### config.mk
export PLATFORM = sky130hd
export DESIGN_NAME = usd_diag
export DESIGN_NICKNAME = d
export VERILOG_FILES = /design/src/usd_pkg.sv /design/src/usd_diag.sv
export SDC_FILE = /design/constraint.sdc
export NUM_CORES = 1
export LEC_CHECK = 0
export ABC_AREA = 1
export BUFFER_PORTS_ARGS = -buffer_cell sky130_fd_sc_hd__buf_4
export CAP_MARGIN = 20
export CORE_MARGIN = 2
export CORE_UTILIZATION = 30
export DETAILED_ROUTE_END_ITERATION = 16
export GPL_ROUTABILITY_DRIVEN = 0
export GPL_TIMING_DRIVEN = 0
export PLACE_DENSITY = 0.44
export SLEW_MARGIN = 20
export SYNTH_ARGS = -nofsm -noshare
export SYNTH_HDL_FRONTEND = slang
export SYNTH_SLANG_ARGS = --single-unit
### constraint.sdc
create_clock -name pclk -period 4.59 [get_ports pclk]
set_input_delay 0.2295 -clock pclk [delete_from_list [all_inputs] [get_ports pclk]]
set_output_delay 0.2295 -clock pclk [all_outputs]
set_load 0.02 [all_outputs]
### src/usd_pkg.sv
// Purpose: Shared constants, types and register map for the ultrasonic diagnostics block
// Assumes: 200 MHz core clock, APB register access with 32-bit data
// Notes: Long cycle counts appear here as defaults of top-level parameters
package usd_pkg;

  // Clock period
  localparam int unsigned CLK_PERIOD_NS = 5;

  // Frequency measurement time base, one step is 500 ns
  localparam int unsigned TICK_NS = 500;
  localparam int unsigned TICK_CYC = TICK_NS / CLK_PERIOD_NS;
  // Unit of the start delay setting, 100 us per count
  localparam int unsigned FSTART_UNIT_NS = 100000;
  localparam int unsigned FSTART_UNIT_CYC = FSTART_UNIT_NS / CLK_PERIOD_NS;
  // Window length setting 0 means this many periods
  localparam logic [4:0] FLEN_BASE = 5'h02;

  // Decay time step of 16 us and 4 ms saturation point
  localparam int unsigned DECAY_STEP_NS = 16000;
  localparam int unsigned DECAY_STEP_CYC = DECAY_STEP_NS / CLK_PERIOD_NS;
  localparam int unsigned DECAY_LIMIT_NS = 4000000;
  localparam int unsigned DECAY_MAX_STEPS = DECAY_LIMIT_NS / DECAY_STEP_NS;
  localparam logic [7:0] DECAY_SAT_VAL = 8'hff;

  // Voltage check opens 50 us after burst start
  localparam int unsigned VCHK_DELAY_NS = 50000;
  localparam int unsigned VCHK_DELAY_CYC = VCHK_DELAY_NS / CLK_PERIOD_NS;

  // Fault deglitch times
  localparam int unsigned DGL_ELEC_NS = 25000;
  localparam int unsigned DGL_ELEC_CYC = DGL_ELEC_NS / CLK_PERIOD_NS;
  localparam int unsigned DGL_THERM_NS = 50000;
  localparam int unsigned DGL_THERM_CYC = DGL_THERM_NS / CLK_PERIOD_NS;

  // Noise record of 8.192 ms, two groups of 4096 samples
  localparam int unsigned NOISE_REC_NS = 8192000;
  localparam int unsigned NOISE_REC_CYC = NOISE_REC_NS / CLK_PERIOD_NS;
  localparam logic [11:0] NOISE_GROUP_LAST = 12'hfff;
  localparam int unsigned NOISE_AVG_SHIFT = 12;

  // Register byte addresses
  localparam logic [7:0] ADDR_CTRL = 8'h00;
  localparam logic [7:0] ADDR_FREQ_CFG = 8'h04;
  localparam logic [7:0] ADDR_DECAY_CFG = 8'h08;
  localparam logic [7:0] ADDR_DIAG_STAT = 8'h0c;
  localparam logic [7:0] ADDR_FREQ_RES = 8'h10;
  localparam logic [7:0] ADDR_DECAY_RES = 8'h14;
  localparam logic [7:0] ADDR_NOISE_RES = 8'h18;
  localparam logic [7:0] ADDR_FAULT = 8'h1c;

  // Reset values of the configuration registers
  localparam logic [31:0] FREQ_CFG_RST = 32'h0022_0a00;
  localparam logic [7:0] SAT_LEVEL_RST = 8'h80;

  // Fault bit positions, also synchroniser lanes
  localparam int unsigned F_OV = 0;
  localparam int unsigned F_UV = 1;
  localparam int unsigned F_TSD = 2;
  localparam int unsigned S_CMP = 3;
  localparam int unsigned S_XDCR = 4;

  // Frequency measurement sequence
  typedef enum logic [2:0] {
    FS_IDLE, FS_DELAY, FS_ARM, FS_MEAS, FS_DIV
  } usd_fstate_e;

  // Configuration fields of the frequency setup register
  typedef struct packed {
    logic [7:0] unused;
    logic [7:0] nominal;
    logic [7:0] error_limit;
    logic [3:0] window_len;
    logic [3:0] start_delay;
  } usd_fcfg_s;

  // Whole state of the diagnostics module
  typedef struct packed {
    logic [4:0] sync1;
    logic [4:0] sync2;
    logic [2:0][23:0] dgl_cnt;
    logic [2:0] filt;
    logic [2:0] fault;
    usd_fcfg_s fcfg;
    logic [7:0] sat_level;
    logic [31:0] rdata;
    logic slverr;
    logic burst_prev;
    logic xdcr_prev;
    logic v_arm;
    logic v_stuck;
    logic v_seen;
    logic [23:0] v_cnt;
    logic volt_fail;
    usd_fstate_e fst;
    logic [23:0] f_cnt;
    logic [6:0] f_tick;
    logic [4:0] f_edges;
    logic [15:0] f_total;
    logic [15:0] f_quot;
    logic [15:0] freq_result;
    logic freq_valid;
    logic freq_err;
    logic d_run;
    logic [11:0] d_pre;
    logic [8:0] d_steps;
    logic [7:0] decay_result;
    logic n_run;
    logic [23:0] n_cnt;
    logic n_group;
    logic n_full;
    logic [11:0] n_samp;
    logic [19:0] n_sum0;
    logic [19:0] n_sum1;
    logic [7:0] noise_result;
  } usd_state_s;

endpackage

### src/usd_diag.sv
// Purpose: Burst excitation, ringing frequency, decay, noise and supply fault diagnostics
// Assumes: burst and echo signals come from logic on pclk; comparator, transducer
//   and fault inputs are asynchronous pins
// Notes: Results hold until the next measurement of the same kind completes
//
// The register offsets and register access over APB are this design's own decisions.
`timescale 1ns/1ps

// Notes on behaviour
// - Comparator high before burst flags stuck failure
// - Frequency window starts after configured delay
// - Window length counted in transducer periods
// - Averaged period reported in 500 ns steps
// - Object count reached early discards frequency
// - Frequency outside band raises error status
// - Decay counted from burst end above saturation
// - Decay result unit is 16 us
// - Decay over 4 ms reads all ones
// - Noise record: listen-only preset 2, 8.192 ms
// - Two 4096-sample averages, larger one reported
// - Nonlinear scaling bypassed during noise record
// - Overvoltage, undervoltage, thermal in fault status
// - Deglitch 25 us electrical, 50 us thermal
// - Overvoltage and undervoltage bits set on detect, all fault bits clear on read
// - Overvoltage disables transducer driver only
// - Undervoltage blocks new time-command-link commands
// - Thermal fault disables drivers, sets bit after
// - Voltage check only for burst-listen, from 50 us
// - Comparator high in window means good burst
module usd_diag import usd_pkg::*; #(
  parameter int unsigned VCHK_CYC = VCHK_DELAY_CYC,
  parameter int unsigned DGL_E_CYC = DGL_ELEC_CYC,
  parameter int unsigned DGL_T_CYC = DGL_THERM_CYC,
  parameter int unsigned NOISE_CYC = NOISE_REC_CYC,
  parameter int unsigned FSTART_CYC = FSTART_UNIT_CYC
) (
  // Clock, reset and enable
  input wire logic pclk,
  input wire logic presetn,
  input wire logic clk_en,
  // APB slave
  input wire logic psel,
  input wire logic penable,
  input wire logic pwrite,
  input wire logic [7:0] paddr,
  input wire logic [31:0] pwdata,
  output logic [31:0] prdata,
  output logic pready,
  output logic pslverr,
  // Burst sequencer and echo data path, same clock
  input wire logic burst_active,
  input wire logic burst_listen_cmd,
  input wire logic objects_done,
  input wire logic [7:0] echo_level,
  input wire logic echo_valid,
  // Asynchronous pins
  input wire logic exc_cmp_pin,
  input wire logic xdcr_sig_pin,
  input wire logic ov_pin,
  input wire logic uv_pin,
  input wire logic tsd_pin,
  // Control outputs
  output logic drv_enable,
  output logic xdcr_drv_enable,
  output logic tcl_accept,
  output logic noise_run,
  output logic scaling_bypass,
  // Status frame bits
  output logic stat_freq_err,
  output logic stat_volt_err
);

  // Registered state and its next value
  usd_state_s s_q;
  usd_state_s s_d;

  // Deglitch length per fault lane
  function automatic logic [23:0] dgl_limit(input int unsigned lane);
    if (lane == F_TSD) begin
      dgl_limit = 24'(DGL_T_CYC - 1);
    end else begin
      dgl_limit = 24'(DGL_E_CYC - 1);
    end
  endfunction

  // Register read decode
  function automatic logic [31:0] rd_mux(input usd_state_s s, input logic [7:0] a);
    case (a)
      ADDR_CTRL: rd_mux = {31'h0, s.n_run};
      ADDR_FREQ_CFG: rd_mux = s.fcfg;
      ADDR_DECAY_CFG: rd_mux = {24'h0, s.sat_level};
      ADDR_DIAG_STAT: rd_mux = {28'h0, s.n_run, s.freq_valid, s.freq_err, s.volt_fail};
      ADDR_FREQ_RES: rd_mux = {16'h0, s.freq_result};
      ADDR_DECAY_RES: rd_mux = {24'h0, s.decay_result};
      ADDR_NOISE_RES: rd_mux = {24'h0, s.noise_result};
      ADDR_FAULT: rd_mux = {29'h0, s.fault};
      default: rd_mux = 32'h0;
    endcase
  endfunction

  // Address map check
  function automatic logic addr_ok(input logic [7:0] a);
    addr_ok = (a[1:0] == 2'h0) && (a <= ADDR_FAULT);
  endfunction

  // Next-state logic
  always_comb begin
    logic burst_start;
    logic burst_end;
    logic xdcr_rise;
    logic [2:0] fault_set;
    logic [2:0] fault_clr;
    logic [4:0] n_per;
    logic [19:0] avg0;
    logic [19:0] avg1;
    burst_start = 1'b0;
    burst_end = 1'b0;
    xdcr_rise = 1'b0;
    fault_set = 3'h0;
    fault_clr = 3'h0;
    n_per = 5'h0;
    avg0 = 20'h0;
    avg1 = 20'h0;
    s_d = s_q;

    // Two-stage synchronisers for every pin
    s_d.sync1 = {xdcr_sig_pin, exc_cmp_pin, tsd_pin, uv_pin, ov_pin};
    s_d.sync2 = s_q.sync1;

    // Edge detection: transducer pin on the second stage, burst on the direct input
    s_d.burst_prev = burst_active;
    s_d.xdcr_prev = s_q.sync2[S_XDCR];
    burst_start = burst_active && !s_q.burst_prev;
    burst_end = !burst_active && s_q.burst_prev;
    xdcr_rise = s_q.sync2[S_XDCR] && !s_q.xdcr_prev;

    for (int i = 0; i < 3; i++) begin
      if (s_q.sync2[i] != s_q.filt[i]) begin
        if (s_q.dgl_cnt[i] == dgl_limit(i)) begin
          s_d.filt[i] = s_q.sync2[i];
          s_d.dgl_cnt[i] = 24'h0;
        end else begin
          s_d.dgl_cnt[i] = s_q.dgl_cnt[i] + 24'h1;
        end
      end else begin
        s_d.dgl_cnt[i] = 24'h0;
      end
    end

    // electrical faults flag on filtered detection
    fault_set[F_OV] = s_d.filt[F_OV] && !s_q.filt[F_OV];
    fault_set[F_UV] = s_d.filt[F_UV] && !s_q.filt[F_UV];
    fault_set[F_TSD] = !s_d.filt[F_TSD] && s_q.filt[F_TSD];

    // APB setup phase captures read data and error answer
    if (psel && !penable) begin
      s_d.rdata = rd_mux(s_q, paddr);
      s_d.slverr = !addr_ok(paddr);
    end

    // APB access phase, write or clear on read
    if (psel && penable) begin
      if (pwrite && addr_ok(paddr)) begin
        case (paddr)
          ADDR_CTRL: begin
            if (pwdata[0] && !s_q.n_run && !burst_active) begin
              s_d.n_run = 1'b1;
              s_d.n_cnt = 24'h0;
              s_d.n_group = 1'b0;
              s_d.n_full = 1'b0;
              s_d.n_samp = 12'h0;
              s_d.n_sum0 = 20'h0;
              s_d.n_sum1 = 20'h0;
            end
          end
          ADDR_FREQ_CFG: s_d.fcfg = usd_fcfg_s'(pwdata);
          ADDR_DECAY_CFG: s_d.sat_level = pwdata[7:0];
          default: begin
          end
        endcase
      end else if (!pwrite && paddr == ADDR_FAULT) begin
        // only the bits actually returned are cleared
        fault_clr = s_q.rdata[2:0];
      end
    end
    // a new detection wins over the clear
    s_d.fault = (s_q.fault & ~fault_clr) | fault_set;

    // voltage check armed on burst-listen commands only
    if (burst_start && burst_listen_cmd) begin
      s_d.v_arm = 1'b1;
      s_d.v_cnt = 24'h0;
      s_d.v_seen = 1'b0;
      s_d.v_stuck = s_q.sync2[S_CMP];
    end else if (s_q.v_arm && burst_active) begin
      if (s_q.v_cnt != 24'(VCHK_CYC)) begin
        s_d.v_cnt = s_q.v_cnt + 24'h1;
      end else if (s_q.sync2[S_CMP]) begin
        s_d.v_seen = 1'b1;
      end
    end else if (s_q.v_arm && burst_end) begin
      s_d.v_arm = 1'b0;
      // no high in window is a failure
      s_d.volt_fail = s_q.v_stuck || !s_q.v_seen;
    end

    n_per = {1'b0, s_q.fcfg.window_len} + FLEN_BASE;
    case (s_q.fst)
      FS_IDLE: begin
        if (burst_end) begin
          s_d.fst = FS_DELAY;
          s_d.f_cnt = 24'h0;
        end
      end
      FS_DELAY: begin
        // wait start delay after burst completion
        if (s_q.f_cnt >= 24'(FSTART_CYC) * {20'h0, s_q.fcfg.start_delay}) begin
          s_d.fst = FS_ARM;
        end else begin
          s_d.f_cnt = s_q.f_cnt + 24'h1;
        end
      end
      FS_ARM: begin
        // First edge opens the window
        if (xdcr_rise) begin
          s_d.fst = FS_MEAS;
          s_d.f_tick = 7'h0;
          s_d.f_edges = 5'h0;
          s_d.f_total = 16'h0;
        end
      end
      FS_MEAS: begin
        // 500 ns tick counter, total saturates
        if (s_q.f_tick == 7'(TICK_CYC - 1)) begin
          s_d.f_tick = 7'h0;
          if (s_q.f_total != 16'hffff) begin
            s_d.f_total = s_q.f_total + 16'h1;
          end
        end else begin
          s_d.f_tick = s_q.f_tick + 7'h1;
        end
        // window closes after the set period count
        if (xdcr_rise) begin
          s_d.f_edges = s_q.f_edges + 5'h1;
          if (s_q.f_edges + 5'h1 == n_per) begin
            s_d.fst = FS_DIV;
            s_d.f_quot = 16'h0;
          end
        end
      end
      FS_DIV: begin
        // average by repeated subtraction; slow but small
        if (s_q.f_total >= {11'h0, n_per}) begin
          s_d.f_total = s_q.f_total - {11'h0, n_per};
          s_d.f_quot = s_q.f_quot + 16'h1;
        end else begin
          s_d.fst = FS_IDLE;
          s_d.freq_result = s_q.f_quot;
          s_d.freq_valid = 1'b1;
          // band check around the nominal period
          s_d.freq_err =
            (s_q.f_quot > {8'h0, s_q.fcfg.nominal} + {8'h0, s_q.fcfg.error_limit}) ||
            ({8'h0, s_q.fcfg.nominal} > s_q.f_quot + {8'h0, s_q.fcfg.error_limit});
        end
      end
      default: s_d.fst = FS_IDLE;
    endcase
    // objects found early discard the measurement
    if (objects_done && s_q.fst != FS_IDLE && s_q.fst != FS_DIV) begin
      s_d.fst = FS_IDLE;
    end

    // decay measured from burst end while saturated
    if (burst_end) begin
      s_d.d_run = 1'b1;
      s_d.d_pre = 12'h0;
      s_d.d_steps = 9'h0;
    end else if (s_q.d_run) begin
      if (echo_level > s_q.sat_level && s_q.d_steps <= 9'(DECAY_MAX_STEPS)) begin
        if (s_q.d_pre == 12'(DECAY_STEP_CYC - 1)) begin
          s_d.d_pre = 12'h0;
          s_d.d_steps = s_q.d_steps + 9'h1;
        end else begin
          s_d.d_pre = s_q.d_pre + 12'h1;
        end
      end else begin
        s_d.d_run = 1'b0;
        // beyond 4 ms reads all ones
        if (s_q.d_steps > 9'(DECAY_MAX_STEPS)) begin
          s_d.decay_result = DECAY_SAT_VAL;
        end else begin
          s_d.decay_result = s_q.d_steps[7:0];
        end
      end
    end

    if (s_q.n_run) begin
      // accumulate two groups of samples
      // Samples after the second group fills are ignored, each group gets all 4096
      if (echo_valid && !s_q.n_full) begin
        if (!s_q.n_group) begin
          s_d.n_sum0 = s_q.n_sum0 + {12'h0, echo_level};
        end else begin
          s_d.n_sum1 = s_q.n_sum1 + {12'h0, echo_level};
        end
        if (s_q.n_samp == NOISE_GROUP_LAST) begin
          s_d.n_samp = 12'h0;
          s_d.n_group = 1'b1;
          s_d.n_full = s_q.n_group;
        end else begin
          s_d.n_samp = s_q.n_samp + 12'h1;
        end
      end
      if (s_q.n_cnt == 24'(NOISE_CYC - 1)) begin
        s_d.n_run = 1'b0;
        avg0 = s_q.n_sum0 >> NOISE_AVG_SHIFT;
        avg1 = s_q.n_sum1 >> NOISE_AVG_SHIFT;
        s_d.noise_result = (avg0 > avg1) ? avg0[7:0] : avg1[7:0];
      end else begin
        s_d.n_cnt = s_q.n_cnt + 24'h1;
      end
    end
  end

  // State register; clock enable freezes everything
  always_ff @(posedge pclk or negedge presetn) begin
    if (!presetn) begin
      s_q <= '0;
      s_q.fcfg <= usd_fcfg_s'(FREQ_CFG_RST);
      s_q.sat_level <= SAT_LEVEL_RST;
      s_q.fst <= FS_IDLE;
    end else if (clk_en) begin
      s_q <= s_d;
    end
  end

  // APB answers in the access cycle with no wait
  assign pready = 1'b1;
  assign prdata = s_q.rdata;
  assign pslverr = s_q.slverr && psel && penable;

  // overvoltage stops the transducer driver only
  assign xdcr_drv_enable = !s_q.filt[F_OV] && !s_q.filt[F_TSD];
  // thermal shutdown stops all output drivers
  assign drv_enable = !s_q.filt[F_TSD];
  // new command acceptance held off under undervoltage
  assign tcl_accept = !s_q.filt[F_UV];
  assign noise_run = s_q.n_run;
  // scaling bypassed while noise is recorded
  assign scaling_bypass = s_q.n_run;
  assign stat_freq_err = s_q.freq_err;
  assign stat_volt_err = s_q.volt_fail;

endmodule

### After elaboration in Yosys (flattened, before gate mapping)

Cells that the tools add are included.

| cells by class | value |
|---|---|
| $add $sub $neg | 19 |
| multipliers | 1 |
| magnitude comparators | 9 |
| equality and inequality tests | 41 |
| multiplexer cells | 70 |
| bitwise logic cells | 8 |
| reduce and logical (&&, ||, !) cells | 72 |

Operators with widths:

| kind | count |
|---|---|
| 2-to-1 mux 79 bit | 4 |
| 2-to-1 mux 24 bit | 12 |
| case mux 32 bit (8 select lines) | 1 |
| adder 24 x 1 -> 24 bit, second input constant | 6 |
| 2-to-1 mux 87 bit | 1 |
| equality test 24 bit | 3 |
| 2-to-1 mux 16 bit | 4 |
| 2-to-1 mux 54 bit | 1 |
| 2-to-1 mux 25 bit | 2 |
| case mux 16 bit (3 select lines) | 1 |
| case mux 24 bit (2 select lines) | 1 |
| adder 20 x 8 -> 20 bit | 2 |
| 2-to-1 mux 20 bit | 2 |
| adder 16 x 1 -> 16 bit, second input constant | 2 |
| equality test 8 x 5 -> 1 bit, second input constant | 4 |
| 2-to-1 mux 32 bit | 1 |
| 2-to-1 mux 8 bit | 4 |
| case mux 16 bit (2 select lines) | 1 |
| AND reduction 4 bit | 8 |
| 2-to-1 mux 30 bit | 1 |
| 2-to-1 mux 28 bit | 1 |
| 2-to-1 mux 27 bit | 1 |
| 2-to-1 mux 3 bit | 9 |
| adder 12 x 1 -> 12 bit, second input constant | 2 |
| other kinds (57) | 146 |

| word-level totals | value |
|---|---|
| register bits | 397 |
| output and inout bits | 41 |

### Logic depth before layout (Yosys ltp)

| depth | value |
|---|---|
| depth in word-level cells | 10 |
| mapped depth | 22 |
| mapped depth without buffers | 22 |

### Worst setup path before layout

OpenSTA, ideal clock, no wires.

| timing path | value |
|---|---|
| path kind | register to register |
| from | reg s_q[279] (netlist name) |
| to | reg s_q[179] (netlist name) |
| setup time | 0.128 ns |
| arrival | 3.711 ns |
| data required time | 4.462 ns |
| slack | 0.752 ns |
| cell stages (with the launch flop) | 21 |
| clock period less this slack | 3.838 ns |
| cell sequence | dfrtp_1 inv_1 fa_1 inv_1 ha_1 inv_1 fa_1 o21ai_0 nand2_1 a21oi_1 xor2_1 ha_1 nand2_1 inv_1 o21bai_1 nand3b_1 a21oi_1 nand2_1 a21oi_1 buf_2 o21ai_0 |

| between the ends | value |
|---|---|
| cells in the longest elaborated chain, start to end | 4 |

RTL lines:

| what | line | RTL |
|---|---|---|
| from (decl) | usd_diag.sv:74 | `usd_state_s s_q;` |
| multiplier 10 x 4 -> 14 bit | usd_diag.sv:217 | `if (s_q.f_cnt >= 24'(FSTART_CYC) * {20'h0, s_q.fcfg.start_delay}) begin` |
| >= comparator 24 x 19 -> 1 bit | usd_diag.sv:217 |  |
| != test 2 bit (no line) | - |  |
| AND reduction 4 bit (no line) | - |  |

No other way between the ends.
A chain may end at the register's enable or synchronous reset.

### Worst setup path in the final report

| timing path | value |
|---|---|
| from | reg s_q[278] (netlist name) |
| to | reg s_q[183] (netlist name) |

The elaborated chain is that of the path after synthesis.

==> summary.txt <==
Clocking
  – Num Clock Sinks: approximately 400
  – Clock tree buffer depth: 3
  – Clock transition at path regs: 0.06 ns
  – CTS Buf Count: slightly above 50
  – CTS tree: yes
  – H-tree levels: 2
  – Skew-Pair Late Insertion Delay: approximately 0.6 ns
  – Root buffer cell: clkbuf_16

Floorplanning
  – Ports: roughly 100
  – Die W: 291.4 µm
  – Site Rows: 105
  – Initial Util: between 30 and 40%
  – Die Footprint: between 80000 and 90000 µm²
  – Die Y: approximately 300 µm
  – CORE AREA: ~80000 µm²

Cells and area
  – Ratio of cells with drive above 1 in the final layout: 8.702%
  – Most common cell after layout, fill and taps aside: nand2_1
  – # diodes: 0
  – Most frequent cells in the layout: nand2_1, inv_1, dfrtp_1, nor2_1, o21ai_0
  – Layout area overhead: 17.29%
  – Final Net Count: about 3700
  – Finished Cell Area: 29070 µm²

Synthesis
  – Yosys top cell area share: about two fifths
  – Post-synth cell types: 60
  – Yosys warns: 0
  – Post-synth EDFFs: 0
  – Yosys reg bits: approximately 400
  – Post-synthesis sequential area ratio: roughly 40%
  – Yosys top cell by area: dfrtp_1
  – Netlist Area Pre-Place: between 20000 and 25000 µm²
  – Mapped Nets: around 3500
  – Ys async rst share: 100.0%
  – Synthesized area per cell: roughly 7.5 µm²
  – Synth area leaders: dfrtp_1, nand2_1, inv_1
  – Mapped Cells: between 3000 and 4000
  – Top_reg_cell synth: dfrtp_1

Place
  – Placed cell area: approximately 27000 µm²
  – Port buffer count: 101
  – HPWL after DPL: between 50000 and 60000 µm

Worst setup path
  – CP arrival: between 4 and 5 ns
  – Critical R2R Capture: s_q[183]$_DFFE_PN0P_
  – R2r worst-path depth: 20
  – Cell with the largest stage delay on the worst path: fa_1
  – Reg2reg setup slack: roughly 0.36 ns
  – CP Capture Type: flip-flop
  – CP required: 5.07 ns
  – Slowest stage delay, CP: 0.54 ns
  – CP startpoint kind: flip-flop
  – Critical path launch point: s_q[278]$_DFFE_PN0P_
  – Worst R2R Start: s_q[278]$_DFFE_PN0P_
  – Worst path cell trace: clkinvlp_4 -> fa_1 -> inv_1 -> ha_1 -> inv_1 -> fa_1 -> o21ai_1 -> nand2_1 -> a21oi_1 -> xor2_1 -> ha_1 -> nand2_1 -> inv_1 -> o21bai_1 -> nand3b_1 -> a21oi_1 -> nand2_1 -> a21oi_4 -> buf_2 -> o21ai_0
  – Worst setup path endpoint: s_q[183]$_DFFE_PN0P_
  – CP max FO: 10
  – Critical path class: reg2reg

Timing
  – Worst-Margin Slew: approximately 0.94 ns
  – Clock skew: 0.02551 ns
  – RSZ-0062 raised after global routing: no
  – Max Clk Rate: about 0.24 GHz
  – Final hold vios: 0
  – Fin crit share: around 92%
  – Final Setup Violations: 0
  – Minimum clock period after layout: 4.233 ns
  – Setup TNS: 0 ns
  – Final Slew Violations: 0
  – Rel. slew slack: a little under two fifths

Global route
  – Tot GR Track Use: between 15 and 20%
  – Initial antenna violation count: 1
  – Vias in the first global route: between 20000 and 25000
  – Largest net degree at the start of global routing: 85
  – First-pass GRT wire length: about 120000 µm
  – Global route overflow: 0

Drt
  – Post-route ant nets: 0
  – Max layer used: met4
  – Initial drt markers: approximately 1400
  – Drt total wl: 77930 µm
  – Met3 wire len: about 3000 µm
  – Residual DRC: 0
  – Vias per cell: approximately 4.8
  – Routed length on met1: roughly 39000 µm
  – WL/cell: between 15 and 20 µm
  – Detailed Routing Iterations Pass 1: 6
  – Total vias in the final route: about 22000
  – Met2 wire length: between 30000 and 40000 µm

Pwr
  – P_leak: about 0.013 µW
  – Max IR drop VDD: 0.2629 mV
  – PD cells: 380.8 nW/µm²

Worst hold path
  – Worst hold path type: in2reg

Job
  – Number of max-cap violations: 0

Outcome
  – Outcome: finished clean
## cell families after synthesis
family	Yosys count	share of synthesized area (%)
AO/OA/AOI/OAI	581	13.18
XOR/XNOR	117	4.135
adder cells (fa/ha/maj)	122	6.401
buffers and inverters	532	8.830
flip-flops	397	40.11
other	1	0.01513
AND/OR/NAND/NOR	1562	27.33
## cell usage after synthesis (6+ instances only)
library cell and instances:
nand3_1 211, o21ai_0 282, nand2_1 776, o22ai_1 23, nand3b_1 7, clkbuf_1 43
a31oi_1 10, nor2_2 8, nor3_1 106, or2_2 11, o21ai_1 15, xor2_1 93
buf_2 22, buf_1 9, o22ai_2 6, nor2_1 308, nand4_1 71, o31ai_1 27
a21boi_0 6, nor4_1 37, dfrtp_1 392, inv_2 8, fa_1 8, a21oi_1 146
buf_4 37, o211ai_1 25, ha_1 114, xnor2_1 24, inv_1 404
## state kept, by name (all words and copies together) (netlist names)
signal / flops
noise_run: 1
s_q: 356
stat_volt_err: 1
prdata: 32
s_d: 6
stat_freq_err: 1
## worst max-delay path, delay by kind of cell, from the launching register on
| family | cells | cell delay (ns) |
|---|---|---|
| fa+ha+maj | 4 | 1.56 |
| simple gates | 4 | 0.37 |
| compound gates | 6 | 0.98 |
| xor+xnor | 1 | 0.18 |
| flops | 1 | 0.46 |
| buf+inv | 5 | 0.53 |
## repair_timing
item / in CTS / in global routing
endpoints found under the hold margin: 121 / 0
hold buffers: 40 / 0
endpoints found under the setup margin: 23 / 26
resized for setup: 3 / 5
setup buffers: 2 / 0
## per-stage QoR
stage                     utilization [%]  setup slack, ns  power, µW  std cells  hold WS, ns
after CTS                           35.45          0.02391      11230       4621      0.01200
after detailed placement            32.93          -0.1805       7094       4487       0.2599
after global placement              32.79           -1.287       7100       4483       0.4548
final                               35.46           0.3570      11070       4621      0.06091
after floorplan                         -           0.7519       6143       3312     -0.06609
after global routing                35.46          0.01184      11840       4621      0.04275
## power breakdown
group          switching, µW  internal (µW)
clock network           1630           2370
registers                383           3840
logic                   1870            974
## layout make-up
type                       instances  area, µm²
timing repair buffer             147       1291
buffer                           114      616.8
clock buffer                      80       1475
clock inverter                    12      157.7
tap                             1070       1339
multi-input combinational       2383      12670
sequential                       397       9943
inverter                         418       1579
fill                            8756      52910
## layer usage
metal,vias up,track usage (%)
li1,11330,-
met1,10490,26.65
met2,360,29.38
met3,62,2.275
met4,0,3.382
met5,-,0
## worst min-delay path by stage
stage,cells past startpoint,startpoint,to
floorplan,0,presetn,noise_run$_DFFE_PN0P_
global placement,2,s_q[118]$_DFFE_PN0P_,s_q[118]$_DFFE_PN0P_
detailed placement,1,presetn,s_q[199]$_DFFE_PN0P_
CTS,3,penable,prdata[1]$_DFFE_PN0P_
global route,3,penable,prdata[1]$_DFFE_PN0P_
finish,3,penable,prdata[1]$_DFFE_PN0P_
Power figures use the tool's default switching activity.
